<file path="src/rtl/pgx_pkg.sv">
// Purpose: Constants and carriers for the page translation walker
// Assumes: 32-bit Avalon-MM slave, single clock ref_clk at 10 MHz
// Notes: What this block does list follows
// What this block does
// - Directory is 1024 entries of 32 bits, or 512 of 64 bits with extension
// - Table is 1024 entries (512 with extension), each one 4K page
// - Large pages map from directory, no table fetch
// - Pointer table of four 64-bit entries only with extension
// - 32-bit: 4K/4M pages; 36-bit: 4K/2M
// - Large flag clear means entry points to table
// - Size extension plus large flag gives 4M page while address extension is clear
// - Address extension plus large flag gives 2M page
// - No extension gives 32-bit addresses, 4 GBytes, except 4M pages with the wide feature
// - Extension gives 36-bit addresses, 64 GBytes
// - Translate only while translation enable set
// - Translation enable is control_reg_zero bit 31
// - Size ext bit 4, address ext bit 5 of control_reg_four
// - Wide large page feature in query_result_reg bit 17
package pgx_pkg;
    // Register word offsets
    localparam logic [3:0] PGX_OFF_CR0 = 4'h0;
    localparam logic [3:0] PGX_OFF_CR4 = 4'h1;
    localparam logic [3:0] PGX_OFF_DIR_BASE = 4'h2;
    localparam logic [3:0] PGX_OFF_LIN = 4'h3;
    localparam logic [3:0] PGX_OFF_CTRL = 4'h4;
    localparam logic [3:0] PGX_OFF_STAT = 4'h5;
    localparam logic [3:0] PGX_OFF_PHYS_LO = 4'h6;
    localparam logic [3:0] PGX_OFF_PHYS_HI = 4'h7;
    localparam logic [3:0] PGX_OFF_QUERY = 4'h8;
    // Field positions
    localparam int PGX_BIT_PG = 31;
    localparam int PGX_BIT_PSE = 4;
    localparam int PGX_BIT_PAE = 5;
    localparam int PGX_BIT_WIDE = 17;
    localparam int PGX_BIT_LARGE = 7;
    localparam int PGX_BIT_PRESENT = 0;
    localparam logic [31:0] PGX_RESET_WORD = 32'h0000_0000;
    localparam logic [31:0] PGX_UNMAPPED = 32'h0000_0000;
    // Page size codes
    localparam logic [1:0] PGX_SZ_NONE = 2'h0;
    localparam logic [1:0] PGX_SZ_4K = 2'h1;
    localparam logic [1:0] PGX_SZ_2M = 2'h2;
    localparam logic [1:0] PGX_SZ_4M = 2'h3;

    typedef enum logic [6:0] {
        PGX_IDLE = 7'b000_0001,
        PGX_PTR_RD = 7'b000_0010,
        PGX_DIR_RD = 7'b000_0100,
        PGX_TBL_RD = 7'b000_1000,
        PGX_DONE = 7'b001_0000,
        PGX_FAULT = 7'b010_0000,
        PGX_FLAT = 7'b100_0000
    } pgx_state_t;

    typedef struct packed {
        logic [35:0] addr;
        logic read;
    } pgx_mem_req_t;

    typedef struct packed {
        pgx_state_t st;
        logic [31:0] cr0;
        logic [31:0] cr4;
        logic [31:0] dir_base;
        logic [31:0] lin;
        logic [35:0] phys;
        logic [1:0] size;
        logic wide;
        logic fault;
        logic busy;
        logic [35:0] mem_addr;
        logic mem_read;
        logic [31:0] rdata;
        logic rvalid;
        logic wait_n;
        logic [35:0] tbl_base;
    } pgx_regs_t;
endpackage

</file>
<file path="src/rtl/pgx_walker.sv">
// Purpose: Walk directories and tables to translate one linear address
// Assumes: Memory answers reads with mem_valid, short words in low 32 bits
// Notes: Every output but avs_waitrequest comes from the single state register
//
// Added by the designer: the Avalon-MM slave port and the placing of the registers.
`timescale 1ns/1ps
module pgx_walker
    import pgx_pkg::*;
#(
    parameter bit WIDE_FEATURE = 1'b1
)
(
    input wire logic ref_clk,
    input wire logic resetn,
    input wire logic [3:0] avs_address,
    input wire logic avs_read,
    input wire logic avs_write,
    input wire logic [31:0] avs_writedata,
    output logic [31:0] avs_readdata,
    output logic avs_waitrequest,
    output logic [35:0] mem_addr,
    output logic mem_read,
    input wire logic mem_valid,
    input wire logic [63:0] mem_rdata
);
    // All walker state lives in one struct: q is the register, d its
    // next value. The bus side and the walk side both edit d in the one
    // combinational process, so each field has a single driver.
    // Hazard: control writes during a walk take effect at once, so
    // software must wait for busy to clear before changing modes.
    pgx_regs_t q, d;

    // Physical address of a 4K page: frame from entry plus offset
    function automatic logic [35:0] frame_4k(input logic [35:0] ent,
        input logic [31:0] la);
        frame_4k = {ent[35:12], la[11:0]};
    endfunction

    // Pointer slot: four 8-byte entries, picked by the top two
    // linear bits; the base is 32-byte aligned
    function automatic logic [35:0] ptr_addr(input logic [31:0] base,
        input logic [31:0] la);
        ptr_addr = {4'h0, base[31:5], la[31:30], 3'h0};
    endfunction

    // Directory slot: 32-bit entries normally, 64-bit when extended;
    // the extended directory base comes from the pointer entry
    function automatic logic [35:0] dir_addr(input logic ext,
        input logic [35:0] tbase,
        input logic [31:0] base,
        input logic [31:0] la);
        logic [35:0] a;
        if (ext)
            a = {tbase[35:12], la[29:21], 3'h0};
        else
            a = {4'h0, base[31:12], la[31:22], 2'h0};
        dir_addr = a;
    endfunction

    // Table slot: 1024 short entries or 512 long ones;
    // the table base was taken from the directory entry
    function automatic logic [35:0] tbl_addr(input logic ext,
        input logic [35:0] tbase,
        input logic [31:0] la);
        logic [35:0] a;
        if (ext)
            a = {tbase[35:12], la[20:12], 3'h0};
        else
            a = {tbase[35:12], la[21:12], 2'h0};
        tbl_addr = a;
    endfunction

    // 2M page: frame from bits 35:21 of the long entry,
    // offset from the low 21 linear bits
    function automatic logic [35:0] phys_2m(input logic [63:0] ent,
        input logic [31:0] la);
        phys_2m = {ent[35:21], la[20:0]};
    endfunction

    // 4M page: upper frame bits only when the wide feature exists;
    // without it they read as zero and the page stays below 4 GBytes
    function automatic logic [35:0] phys_4m(input logic [63:0] ent,
        input logic [31:0] la);
        logic [3:0] hi;
        hi = WIDE_FEATURE ? ent[16:13] : 4'h0;
        phys_4m = {hi, ent[31:22], la[21:0]};
    endfunction

    // Status word: wide, size, fault, spare zero, busy;
    // the spare bit keeps the field layout stable for software
    function automatic logic [31:0] status_word(input pgx_regs_t r);
        status_word = {26'h0, r.wide, r.size, r.fault, 1'b0, r.busy};
    endfunction

    // Register window read; unmapped words read as zero so software
    // probing past the end sees a clean value rather than stale data
    function automatic logic [31:0] reg_read(input pgx_regs_t r,
        input logic [3:0] a);
        logic [31:0] v;
        case (a)
            PGX_OFF_CR0: v = r.cr0;
            PGX_OFF_CR4: v = r.cr4;
            PGX_OFF_DIR_BASE: v = r.dir_base;
            PGX_OFF_LIN: v = r.lin;
            PGX_OFF_STAT: v = status_word(r);
            PGX_OFF_PHYS_LO: v = r.phys[31:0];
            PGX_OFF_PHYS_HI: v = {28'h0, r.phys[35:32]};
            PGX_OFF_QUERY: v = 32'(WIDE_FEATURE) << PGX_BIT_WIDE;
            default: v = PGX_UNMAPPED;
        endcase
        reg_read = v;
    endfunction

    // How a walk runs
    //
    // Software loads control_reg_zero, control_reg_four, the directory
    // base and the linear address, then writes 1 to bit 0 of the
    // control word. The start is taken only while busy is clear.
    //
    // With translation off the linear address is copied out as the
    // physical address in one step, whatever the extension bits say.
    //
    // With translation on and the address extension clear, the walk
    // reads one 32-bit directory entry. A set large flag together with
    // the size extension ends the walk there with a 4M page; otherwise
    // the entry names a page table and one more 32-bit read follows.
    //
    // With the address extension set, the walk first reads one of the
    // four 64-bit pointer entries, then a 64-bit directory entry, and
    // for small pages a 64-bit table entry. A set large flag ends the
    // walk at the directory with a 2M page.
    //
    // Memory side
    //
    // mem_read rises together with mem_addr and both hold until the
    // cycle in which mem_valid is seen. The read drops on the next
    // edge, so a reply can never be taken twice. Short entries sit in
    // the low half of mem_rdata; the high half is ignored for them.
    //
    // Bus side
    //
    // Every request sees one wait cycle. Read data are latched on the
    // first edge and stand until the next read is answered. A write is
    // taken on the second edge, the one where waitrequest is low.
    //
    // Page sizes
    //
    // Size codes read back in the status word are none for a flat
    // copy, then 4K, 2M and 4M. The wide bit marks results that may
    // reach above 4 GBytes.
    //
    // Reset
    //
    // Reset clears every register but the state, which loads idle, so translation starts disabled, the
    // memory read is low and the walk sits idle. The first bus request
    // may come at the first edge after reset is released.
    //
    // Limitations
    //
    // There is no entry cache: every start walks memory afresh. Access
    // rights, accessed and dirty bits are not examined; only the
    // present and large flags are. A missing entry at any level sets
    // the fault bit and clears the size code.
    // Changing the control words while busy is set is not guarded;
    // the walk then mixes old and new settings, so software must wait.

    always_comb
    begin
        logic phys_addr_ext_enable;
        logic page_size_ext_enable;
        logic pg;
        logic lg;
        // Control bits come from the registered copies only
        phys_addr_ext_enable = q.cr4[PGX_BIT_PAE];
        page_size_ext_enable = q.cr4[PGX_BIT_PSE];
        pg = q.cr0[PGX_BIT_PG];
        lg = mem_rdata[PGX_BIT_LARGE];
        d = q;
        d.rvalid = 1'b0;
        d.wait_n = 1'b0;
        // Bus slave: the first edge of a request only raises the wait
        // flag and latches read data; the second edge, where the master
        // sees waitrequest low, is the one that takes a write, so a
        // write never lands before it is accepted
        if ((avs_read || avs_write) && !q.wait_n)
        begin
            d.wait_n = 1'b1;
            if (avs_read)
                d.rdata = reg_read(q, avs_address);
        end
        else if (avs_write && q.wait_n)
        begin
            case (avs_address)
                PGX_OFF_CR0: d.cr0 = avs_writedata;
                PGX_OFF_CR4: d.cr4 = avs_writedata;
                PGX_OFF_DIR_BASE: d.dir_base = avs_writedata;
                PGX_OFF_LIN: d.lin = avs_writedata;
                PGX_OFF_CTRL:
                begin
                    // Start while busy is refused; a walk is never cut
                    if (avs_writedata[0] && !q.busy)
                    begin
                        d.busy = 1'b1;
                        d.fault = 1'b0;
                        d.st = pg ? (phys_addr_ext_enable ? PGX_PTR_RD : PGX_DIR_RD)
                            : PGX_FLAT;
                    end
                end
                default: d.busy = q.busy;
            endcase
        end

        // Translation walk: one state per memory fetch; every fetch
        // holds its address until the reply is taken
        case (q.st)
            // Idle: no memory traffic; a start from the bus side moves
            // the walk on at the same edge that takes the write
            PGX_IDLE:
            begin
                d.mem_read = 1'b0;
            end

            // Flat copy: one cycle, no memory read
            PGX_FLAT:
            begin
                // Paging off: linear passes straight through
                d.phys = {4'h0, q.lin};
                d.size = PGX_SZ_NONE;
                d.wide = 1'b0;
                d.st = PGX_DONE;
            end

            // Extended walk, step one: fetch the pointer entry. A clear
            // present bit ends the walk in the fault state.
            PGX_PTR_RD:
            begin
                // Four 64-bit pointers, picked by top two bits
                d.mem_addr = ptr_addr(q.dir_base, q.lin);
                d.mem_read = 1'b1;
                if (q.mem_read && mem_valid)
                begin
                    d.mem_read = 1'b0;
                    d.tbl_base = {mem_rdata[35:12], 12'h0};
                    d.st = mem_rdata[PGX_BIT_PRESENT] ? PGX_DIR_RD
                        : PGX_FAULT;
                end
            end

            // Directory step: the large flag, with an extension bit set, decides
            // between a direct large page and one more fetch from a page table. Which
            // large size applies follows the address extension bit.
            PGX_DIR_RD:
            begin
                // 1024 x 32-bit entries, or 512 x 64 when extended
                d.mem_addr = dir_addr(phys_addr_ext_enable, q.tbl_base, q.dir_base,
                    q.lin);
                d.mem_read = 1'b1;
                if (q.mem_read && mem_valid)
                begin
                    d.mem_read = 1'b0;
                    if (!mem_rdata[PGX_BIT_PRESENT])
                        d.st = PGX_FAULT;
                    else if (lg && phys_addr_ext_enable)
                    begin
                        d.phys = phys_2m(mem_rdata, q.lin);
                        d.size = PGX_SZ_2M;
                        d.wide = 1'b1;
                        d.st = PGX_DONE;
                    end
                    else if (lg && page_size_ext_enable)
                    begin
                        // Wide frame bits only if feature present
                        d.phys = phys_4m(mem_rdata, q.lin);
                        d.size = PGX_SZ_4M;
                        d.wide = WIDE_FEATURE;
                        d.st = PGX_DONE;
                    end
                    else
                    begin
                        d.tbl_base = phys_addr_ext_enable ? {mem_rdata[35:12], 12'h0}
                            : {4'h0, mem_rdata[31:12], 12'h0};
                        d.st = PGX_TBL_RD;
                    end
                end
            end

            // Table step: always a 4K page; the entry width follows the
            // extension bit latched in control_reg_four
            PGX_TBL_RD:
            begin
                d.mem_addr = tbl_addr(phys_addr_ext_enable, q.tbl_base, q.lin);
                d.mem_read = 1'b1;
                if (q.mem_read && mem_valid)
                begin
                    d.mem_read = 1'b0;
                    d.phys = phys_addr_ext_enable ? frame_4k(mem_rdata[35:0], q.lin)
                        : frame_4k({4'h0, mem_rdata[31:0]}, q.lin);
                    d.size = PGX_SZ_4K;
                    d.wide = phys_addr_ext_enable;
                    d.st = mem_rdata[PGX_BIT_PRESENT] ? PGX_DONE
                        : PGX_FAULT;
                end
            end

            // Fault: report, drop busy, return to idle
            PGX_FAULT:
            begin
                d.fault = 1'b1;
                d.busy = 1'b0;
                d.size = PGX_SZ_NONE;
                d.st = PGX_IDLE;
            end

            // Done: result stands until the next start
            PGX_DONE:
            begin
                d.busy = 1'b0;
                d.st = PGX_IDLE;
            end
            default: d.st = PGX_IDLE;
        endcase
    end

    // State register; async reset to constants only. Reset lands in
    // idle with translation off, so no memory read can start until
    // software has loaded the control words and written a start.
    always_ff @(posedge ref_clk or negedge resetn)
    begin
        if (!resetn)
        begin
            q <= '0;
            q.st <= PGX_IDLE;
        end
        else
            q <= d;
    end

    // Outputs. Read data, memory address and memory read come straight
    // from the state register. waitrequest is the one exception: it is
    // formed from the live request and the registered wait flag, so
    // the first cycle of a request is always stretched without a
    // cycle of delay before the slave can react.
    assign avs_readdata = q.rdata;
    assign avs_waitrequest = (avs_read || avs_write) && !q.wait_n;
    assign mem_addr = q.mem_addr;
    assign mem_read = q.mem_read;
endmodule

</file>
<file path="config.mk">
export PLATFORM = sky130hd
export DESIGN_NAME = pgx_walker
export DESIGN_NICKNAME = d
export VERILOG_FILES = /design/src/rtl/pgx_pkg.sv /design/src/rtl/pgx_walker.sv
export SDC_FILE = /design/constraint.sdc
export NUM_CORES = 1
export LEC_CHECK = 0
export BUFFER_PORTS_ARGS = -buffer_cell sky130_fd_sc_hd__buf_2
export CORE_MARGIN = 4
export CORE_UTILIZATION = 45
export CTS_BUF_LIST = sky130_fd_sc_hd__clkbuf_2 sky130_fd_sc_hd__clkbuf_4 sky130_fd_sc_hd__clkbuf_8
export DETAILED_ROUTE_END_ITERATION = 6
export HOLD_SLACK_MARGIN = 0.15
export SLEW_MARGIN = 20
export SYNTH_ARGS = -nofsm -noshare
export SYNTH_HDL_FRONTEND = slang
export SYNTH_SLANG_ARGS = --single-unit
</file>
<file path="constraint.sdc">
create_clock -name ref_clk -period 5.7 [get_ports ref_clk]
set_clock_uncertainty 0.15 [all_clocks]
set_input_delay 0.855 -clock ref_clk [delete_from_list [all_inputs] [get_ports ref_clk]]
set_output_delay 0.855 -clock ref_clk [all_outputs]
set_load 0.02 [all_outputs]
</file>
==> impl_metrics.json, run 1 <==
{
  "core_um2": 28100,
  "crit_slowest_cell": "or4_1",
  "clockRootBuffer": "clkbuf_8",
  "async_flop_share": 1.00,
  "cts-buffers-inserted": 45,
  "wl_mm": 35.4,
  "crit_fanout": 24,
  "total_power_mw": 4.97,
  "clkSinkCount": 268,
  "hold_class": "in2async",
  "cts_tree": "yes",
  "first_global_vias": 9241,
  "layout_common_cells": "dfrtp_1, mux2_2, buf_2",
  "portBuffers": 134,
  "setup_tns_ns": 0,
  "overflow": 0,
  "ant_nets": 0,
  "ys_seq_area_frac": 0.517,
  "drive_above_1_share": 0.418,
  "end_kind": "flip-flop",
  "finalHoldViolCount": 0,
  "synth_cell_types": 62,
  "max_freq_ghz": 0.268,
  "num_io_pins": 175,
  "cpPeakStageDelay_ns": 0.82,
  "setup_violations": 0,
  "viasPerCell": 5.85,
  "fin_crit_ns": 3.73,
  "antenna_cells": 0,
  "slew_headroom": 0.225,
  "htreeDepth": 2,
  "layout_commonest_cell": "dfrtp_1",
  "reg2reg_setup_slack_ns": 1.97,
  "antenna_found_initial": 2,
  "gp_congestion": 0.893,
  "path_class": "reg2reg",
  "track_usage": 0.226,
  "cts_buffer_depth": 3,
  "crit_path_start_kind": "flip-flop",
  "yosysWarnings": 0,
  "clock_latency_ns": 0.55,
  "power_leakage_nw": 6.86,
  "r2r-end": "q[126]$_DFFE_PN0P_",
  "avgSynthCellArea_um2": 12.2,
  "firstDrtPassIters": 5,
  "reg2reg_from": "q[281]$_DFF_PN0_",
  "r2r_cells": 5,
  "ctsHoldBuffers": 0,
  "drc": 0,
  "status": "finished clean",
  "synth_edf_count": 0,
  "maxCapViolCount": 0,
  "critical_path_required_ns": 5.98,
  "ys_ff_latch": 268,
  "postCtsSetupRepairBufs": 0,
  "syn_inst": 1068,
  "cts.clk_slew.worst_paths_ns": 0.06,
  "power.density_nw_per_um2": 342,
  "drt-initial-drc-count": 843,
  "synthFlopType": "dfrtp_1",
  "fp.dieW_um": 178,
  "synth_area_um2": 13000,
  "die_h_um": 178,
  "hpwl_mm": 23.7,
  "wl_per_cell_um": 23.0,
  "slew_viol_final": 0,
  "area_growth_pct": 11.9,
  "cp.arrival_ns": 4.00,
  "vdd_ir_drop_max_uv": 260,
  "num_vias": 8992,
  "rows": 61,
  "postCtsResizedCells": 0,
  "grt_max_degree": 116,
  "start_util": 0.462,
  "tightest_slew_ns": 1.16,
  "rsz0062_at_grt": "false",
  "layout.nets": 1235,
  "dieArea_um2": 31600,
  "crit_chain": "or4_1 -> or4_4 -> a32oi_4 -> buf_4 -> mux2_2",
  "grt_pass1_wl_mm": 55.2,
  "timing.final.crit_share": 0.654
}
-- where the power goes --
part           internal [mW]  total, mW  switching, mW  leakage, nW
Clock                   1.04       1.79          0.754        0.504
Sequential              2.17       2.40          0.229         3.55
Combinational          0.383      0.774          0.391         2.81
-- kinds of logic after synthesis --
family,synth area share
mux,0.227
compound gates,0.123
flops,0.517
buf+inv,0.0683
other cells,0.000289
simple gates,0.0624
xor+xnor,0.00202
-- per-stage QoR --
| step | setup slack (ns) | instances | utilization | hold slack [ns] | cell area (µm²) |
|---|---|---|---|---|---|
| after floorplan | 2.89 | 1069 | - | 0.289 | 13000 |
| after global placement | 1.78 | 1461 | 0.483 | 0.313 | 13600 |
| after detailed placement | 1.78 | 1461 | 0.483 | 0.318 | 13600 |
| after CTS | 2.01 | 1538 | 0.517 | 0.208 | 14500 |
| after global routing | 1.89 | 1538 | 0.517 | 0.228 | 14500 |
| final | 1.97 | 1538 | 0.517 | 0.172 | 14500 |
-- layout make-up --
type / instances / area (µm²)
Tap cell: 378 / 473
Sequential cell: 268 / 6710
Inverter: 17 / 63.8
Timing Repair Buffer: 158 / 886
Fill cell: 2563 / 13600
Multi-Input combinational cell: 640 / 5450
Clock buffer: 74 / 906
Clock inverter: 3 / 42.5
-- how the worst max path moves through the flow --
stage | cells after the start | start | to
detailed placement | 6 | avs_address[0] | q[248]$_DFFE_PN0P_
CTS | 5 | q[281]$_DFF_PN0_ | q[122]$_DFFE_PN0P_
finish | 5 | q[281]$_DFF_PN0_ | q[126]$_DFFE_PN0P_
global placement | 6 | avs_address[2] | q[256]$_DFFE_PN0P_
global route | 5 | q[277]$_DFF_PN0_ | q[126]$_DFFE_PN0P_
floorplan | 7 | q[281]$_DFF_PN0_ | q[140]$_DFFE_PN0P_
-- metal layers --
layer / track usage / wire length [µm] / up-vias
met1: 0.320 / 16200 / 4630
met4: 0.0493 / 508 / 4
met3: 0.0471 / 2050 / 46
met5: 0 / 21 / -
met2: 0.363 / 16700 / 266
li1: - / - / 4046
-- critical path, delay by kind of cell, from the launching register on --
family                 cells  cell delay, ns
AND/OR/NAND/NOR            2            1.43
AO/OA/AOI/OAI              1            0.62
buffers and inverters      1            0.51
flip-flops                 1            0.47
multiplexers               1            0.39
-- cells in the mapped netlist, types with 5 or more instances --
master / instances / area [µm²]
dfrtp_1: 267 / 6680
mux2_2: 227 / 2560
buf_4: 68 / 510
nand2_1: 52 / 195
clkbuf_1: 51 / 191
a21oi_1: 50 / 250
a22o_1: 43 / 377
o21ai_0: 41 / 205
mux2i_1: 33 / 330
a222oi_1: 27 / 270
buf_1: 18 / 67.6
inv_1: 17 / 63.8
nor2_1: 15 / 56.3
nand3_1: 11 / 55.1
nor3_1: 11 / 55.1
a31oi_1: 10 / 62.6
a32oi_1: 8 / 70.1
nor2b_1: 8 / 50.1
and3_1: 7 / 43.8
nand2b_1: 7 / 43.8
a221oi_1: 6 / 52.6
nand3b_1: 6 / 45.0
nand4_1: 6 / 37.5
nor3b_1: 5 / 37.5
-- registers in the layout, summed over array words and instances (netlist names) --
name	flops
avs_readdata	32
q	201
mem_read	1
mem_addr	34
Power figures use the tool's default switching activity.
==> inputs of run 2 (changes only) <==
--- a/config.mk
+++ b/config.mk
@@ -5,6 +5,7 @@
 export SDC_FILE = /design/constraint.sdc
 export NUM_CORES = 1
 export LEC_CHECK = 0
+export ABC_AREA = 1
 export BUFFER_PORTS_ARGS = -buffer_cell sky130_fd_sc_hd__buf_2
 export CORE_MARGIN = 4
 export CORE_UTILIZATION = 45
==> constraint.sdc (replaced) <==
create_clock -name ref_clk -period 3.45 [get_ports ref_clk]
set_clock_uncertainty 0.15 [all_clocks]
set_input_delay 0.5175 -clock ref_clk [delete_from_list [all_inputs] [get_ports ref_clk]]
set_output_delay 0.5175 -clock ref_clk [all_outputs]
set_load 0.02 [all_outputs]
==> impl_metrics.json, run 2 <==
{
  "synth_top_cell_area_share": 0.504,
  "min_from": "avs_writedata[14]",
  "grt_pass1_wl_mm": 62.9,
  "hpwl_mm": 25.9,
  "finalWorstSetupSlack_ns": 0.620,
  "cts_buffer_depth": 3,
  "clkSinkCount": 268,
  "synth_area_um2": 13300,
  "area_growth_pct": 14.9,
  "synthFlopType": "dfrtp_1",
  "gp_congestion": 0.895,
  "power.density_nw_per_um2": 562,
  "slew_viol_final": 0,
  "wl_mm": 39.1,
  "ant_nets": 0,
  "fp.dieW_um": 180,
  "grt_max_degree": 73,
  "status": "finished clean",
  "crit_buf_inv": 0,
  "crit_path_start_kind": "flip-flop",
  "end_kind": "flip-flop",
  "overflow": 0,
  "synth_area_leader_cell": "dfrtp_1",
  "hold_class": "in2reg",
  "hold_depth": 3,
  "crit_fanout": 25,
  "dp_slack_ns": 0.646,
  "firstDrtPassIters": 5,
  "setup_tns_ns": 0,
  "num_vias": 11536,
  "r2r-end": "q[19]$_DFFE_PN0P_",
  "slew_headroom": 0.439,
  "layout_commonest_cell": "nand2_1",
  "clockRootBuffer": "clkbuf_8",
  "timing.final.crit_share": 0.820,
  "core_um2": 28900,
  "largest_register_ff_count": 201,
  "ys_ff_latch": 268,
  "track_usage": 0.241,
  "synth_edf_count": 0,
  "antenna_found_initial": 0,
  "path_common_cell": "nand2_1",
  "synth_cell_types": 30,
  "postCtsResizedCells": 0,
  "critical_path_required_ns": 3.74,
  "rows": 62,
  "drive_above_1_share": 0.142,
  "maxCapViolCount": 0,
  "start_util": 0.460,
  "instances_no_fill": 2295,
  "num_io_pins": 175,
  "avgSynthCellArea_um2": 7.47,
  "async_flop_share": 1.00,
  "layout.nets": 1988,
  "synth_commonest_cells": "nand2_1, dfrtp_1, o21ai_0",
  "htreeDepth": 2,
  "dp.cells": 2171,
  "r2r_cells": 8,
  "drt-initial-drc-count": 844,
  "top_register": "q",
  "antenna_cells": 0,
  "fin_crit_ns": 2.83,
  "dieArea_um2": 32300,
  "tightest_slew_ns": 0.840,
  "power_leakage_nw": 8.37,
  "rsz0062_at_grt": "false",
  "max_freq_ghz": 0.353,
  "clock_latency_ns": 0.56,
  "crit_slowest_cell": "nor2_4",
  "reg2reg_from": "q[280]$_DFF_PN0_",
  "reg2reg_setup_slack_ns": 0.62,
  "vdd_ir_drop_max_uv": 261,
  "crit_chain": "nor2_2 -> nand2_4 -> nor2_4 -> nand2_1 -> nand2_2 -> nand2_2 -> nand2_1 -> nand2_1",
  "cpPeakStageDelay_ns": 0.51,
  "die_h_um": 180,
  "wl_per_cell_um": 17.0,
  "portBuffers": 134,
  "synth_most_common_cell": "nand2_1",
  "drc": 0,
  "postCtsSetupRepairBufs": 0,
  "viasPerCell": 5.03,
  "cts-buffers-inserted": 46,
  "layout_common_cells": "nand2_1, dfrtp_1, o21ai_0",
  "path_class": "reg2reg",
  "finalHoldViolCount": 0,
  "yosysWarnings": 0,
  "critPathTopFamily": "simple AND/OR/NAND/NOR gates",
  "syn_inst": 1775,
  "cp.arrival_ns": 3.12,
  "cts_tree": "yes",
  "cts.clk_slew.worst_paths_ns": 0.06,
  "first_global_vias": 11207,
  "synthTopCellsByArea": "dfrtp_1, nand2_1, o21ai_0",
  "setup_violations": 0,
  "ys_seq_area_frac": 0.506,
  "min_to": "q[194]$_DFFE_PN0P_"
}
## run 2: cell types whose count changed after synthesis, sizes merged, moves of 20 or more
cell | previous run | this run
buf | 93 | 113
a222oi | 27 | 0
o21ai | 42 | 205
a22o | 43 | 0
nand3 | 11 | 111
inv | 17 | 104
mux2i | 33 | 0
nor2 | 15 | 69
mux2 | 228 | 0
nand2 | 52 | 850
a21oi | 50 | 4
## run 2: per-layer routing
metal  track usage  vias to the layer above  routed length (µm)
met4        0.0783                        0                1210
met3        0.0503                       83                2800
met2         0.369                      371               17200
met1         0.344                     5399               17800
li1              -                     5683                   -
met5             0                        -                   0
## run 2: worst max-delay path by stage
stage | from | to | slack, ns | cells after the start
6_report | q[280]$_DFF_PN0_ | q[19]$_DFFE_PN0P_ | 0.62 | 8
2_1_floorplan | avs_write | avs_readdata[10]$_DFFE_PN0P_ | 1.61 | 7
4_1_cts | q[281]$_DFF_PN0_ | q[19]$_DFFE_PN0P_ | 0.62 | 8
3_3_place_gp | q[281]$_DFF_PN0_ | q[17]$_DFFE_PN0P_ | 0.73 | 8
5_1_grt | q[277]$_DFF_PN0_ | q[20]$_DFFE_PN0P_ | 0.36 | 8
3_5_place_dp | q[280]$_DFF_PN0_ | q[31]$_DFFE_PN0P_ | 0.65 | 8
## run 2: layout make-up
class / count / area [µm²]
clock inverter: 2 / 35.0
clock buffer: 74 / 906
fill: 2913 / 13600
sequential: 268 / 6710
timing repair buffer: 211 / 1450
tap: 384 / 480
multi-input combinational: 1251 / 5260
inverter: 105 / 394
## run 2: worst reg2reg max path, stage by stage (launching register included)
cell	delay, ns
dfrtp_1	0.43
nor2_2	0.17
nand2_4	0.11
nor2_4	0.51
nand2_1	0.18
nand2_2	0.45
nand2_2	0.46
nand2_1	0.19
nand2_1	0.06
## run 2: power breakdown
part | switching (mW) | total, mW | internal [mW]
sequential | 0.411 | 4.17 | 3.76
clock | 1.27 | 2.99 | 1.72
combinational | 0.889 | 1.41 | 0.518
total | 2.57 | 8.56 | 5.99
## run 2: kinds of logic after synthesis
kind of cell,count (synthesis),synth area share
and+or+nand+nor,1036,0.314
DFF,268,0.506
buffers and inverters,257,0.0988
AOI/OAI and AO/OA,213,0.0814
other,1,0.000283
## run 2: metrics by stage
step                 util  total power, mW  hold WS, ns  cell area [µm²]
floorplan               -             5.14       0.0719            13300
global placement    0.479             5.53        0.286            13800
global route        0.528             9.07        0.159            15200
finish              0.528             8.56        0.172            15200
detailed placement  0.479             5.57        0.291            13800
CTS                 0.528             8.62        0.151            15200
## run 2: timing repair
item,4_1_cts,5_1_grt
hold endpoints to repair,171,0
setup endpoints to repair,0,0
hold buffers,48,0
==> inputs of run 3 (changes only) <==
--- a/config.mk
+++ b/config.mk
@@ -5,7 +5,7 @@
 export SDC_FILE = /design/constraint.sdc
 export NUM_CORES = 1
 export LEC_CHECK = 0
-export ABC_AREA = 1
+export ABC_AREA = 0
 export BUFFER_PORTS_ARGS = -buffer_cell sky130_fd_sc_hd__buf_2
 export CORE_MARGIN = 4
 export CORE_UTILIZATION = 45
==> constraint.sdc (replaced) <==
create_clock -name ref_clk -period 2.8 [get_ports ref_clk]
set_clock_uncertainty 0.15 [all_clocks]
set_input_delay 0.42 -clock ref_clk [delete_from_list [all_inputs] [get_ports ref_clk]]
set_output_delay 0.42 -clock ref_clk [all_outputs]
set_load 0.02 [all_outputs]
==> impl_metrics.json, run 3 (synthesis gave the netlist of run 1 again) <==
{
  "portBuffers": 134,
  "maxCapViolCount": 0,
  "num_vias": 9418,
  "setup_tns_ns": 0,
  "fp.dieW_um": 178,
  "hold_class": "in2reg",
  "max_freq_ghz": 0.372,
  "total_power_mw": 10.4,
  "layout_commonest_cell": "dfrtp_1",
  "finalHoldViolCount": 0,
  "tightest_slew_ns": 0.822,
  "crit_path_start_kind": "flip-flop",
  "ant_nets": 0,
  "postCtsSetupRepairBufs": 0,
  "clock_latency_ns": 0.55,
  "grt_util_met2": 0.376,
  "first_global_vias": 9711,
  "grt_pass1_wl_mm": 56.8,
  "dieArea_um2": 31600,
  "power.density_nw_per_um2": 668,
  "reg2reg_from": "q[276]$_DFF_PN1_",
  "die_h_um": 178,
  "dp_slack_ns": 0.118,
  "cp.arrival_ns": 2.96,
  "grt_max_degree": 78,
  "fin_crit_ns": 2.69,
  "track_usage": 0.232,
  "grtUsageMet1": 0.328,
  "drt-initial-drc-count": 781,
  "cts-buffers-inserted": 46,
  "clkSinkCount": 268,
  "layout.nets": 1330,
  "rows": 61,
  "antenna_cells": 0,
  "crit_fanout": 15,
  "firstDrtPassIters": 6,
  "cts_tree": "yes",
  "setup_violations": 0,
  "path_common_cell": "or4_4",
  "cpPeakStageDelay_ns": 0.55,
  "slew_headroom": 0.451,
  "wl_mm": 36.4,
  "cts.clk_slew.worst_paths_ns": 0.06,
  "holdWs_ns": 0.188,
  "drive_above_1_share": 0.415,
  "core_um2": 28100,
  "overflow": 0,
  "rsz0062_at_grt": "false",
  "instances_no_fill": 1639,
  "startpoint": "q[276]$_DFF_PN1_",
  "min_from": "avs_address[3]",
  "top_register": "q",
  "reg2reg_setup_slack_ns": 0.11,
  "htreeDepth": 2,
  "drc": 0,
  "clockRootBuffer": "clkbuf_8",
  "path_class": "reg2reg",
  "viasPerCell": 5.75,
  "hpwl_mm": 24.4,
  "vdd_ir_drop_max_uv": 380,
  "area_growth_pct": 20.1,
  "cts_buffer_depth": 3,
  "status": "finished clean",
  "num_io_pins": 175,
  "antenna_found_initial": 0,
  "critical_path_required_ns": 3.07,
  "dp.cells": 1493,
  "gp_congestion": 0.908,
  "start_util": 0.462,
  "crit_slowest_cell": "or4_4",
  "crit_chain": "or4_4 -> or4_4 -> a32oi_4 -> buf_4 -> mux2_2",
  "end_kind": "flip-flop",
  "grt.busiest_layer": "met2",
  "timing.final.crit_share": 0.959,
  "wl_per_cell_um": 22.2,
  "slew_viol_final": 0,
  "largest_register_ff_count": 201,
  "finalWorstSetupSlack_ns": 0.114,
  "layout_common_cells": "dfrtp_1, mux2_2, buf_2",
  "grtUsageMet3": 0.0364,
  "power_leakage_nw": 7.38
}
[run 3: worst max-delay path: cells and delay by family (launching register included)]
family / cells / cell delay [ns]
buf+inv: 1 / 0.32
simple gates: 2 / 1.09
mux: 1 / 0.37
compound gates: 1 / 0.24
flops: 1 / 0.40
[run 3: layer usage]
metal | up-vias | share of wire
met3 | 49 | 0.055
met4 | 0 | 0.019
met2 | 276 | 0.47
met1 | 4858 | 0.45
met5 | - | 0
li1 | 4235 | -
[run 3: final timing paths]
kind | end | depth (start not counted)
max | q[140]$_DFFE_PN0P_ | 5
min | avs_readdata[2]$_DFFE_PN0P_ | 3
max reg2reg | q[140]$_DFFE_PN0P_ | 5
min reg2reg | q[36]$_DFF_PN0_ | 1
max in group asynchronous | avs_readdata[17]$_DFFE_PN0P_ | 3
min in group asynchronous | avs_readdata[24]$_DFFE_PN0P_ | 2
[run 3: layout make-up]
cell class | count | area, µm²
Sequential cell | 268 | 6710
Inverter | 17 | 63.8
Multi-Input combinational cell | 640 | 5430
Clock inverter | 5 | 27.5
Fill cell | 2472 | 12500
Clock buffer | 79 | 987
Timing Repair Buffer | 252 | 1900
Tap cell | 378 | 473
[run 3: repair_timing]
| action | 4_1_cts | 5_1_grt |
|---|---|---|
| gates resized for setup | 0 | 1 |
| hold buffers | 62 | 0 |
| setup endpoints to repair | 0 | 1 |
| hold endpoints to repair | 281 | 0 |
[run 3: report_power, final]
part | internal (mW) | leakage (nW) | switching, mW | total [mW]
logic | 0.889 | 3.29 | 0.843 | 1.73
registers | 4.42 | 3.55 | 0.448 | 4.87
clock network | 2.21 | 0.542 | 1.59 | 3.80
total | 7.52 | 7.38 | 2.89 | 10.4
[run 3: per-stage QoR]
stage / instance area, µm² / util
after floorplan: 13000 / -
after global placement: 13900 / 0.497
after detailed placement: 13900 / 0.497
after CTS: 15600 / 0.555
after global routing: 15600 / 0.555
final: 15600 / 0.555
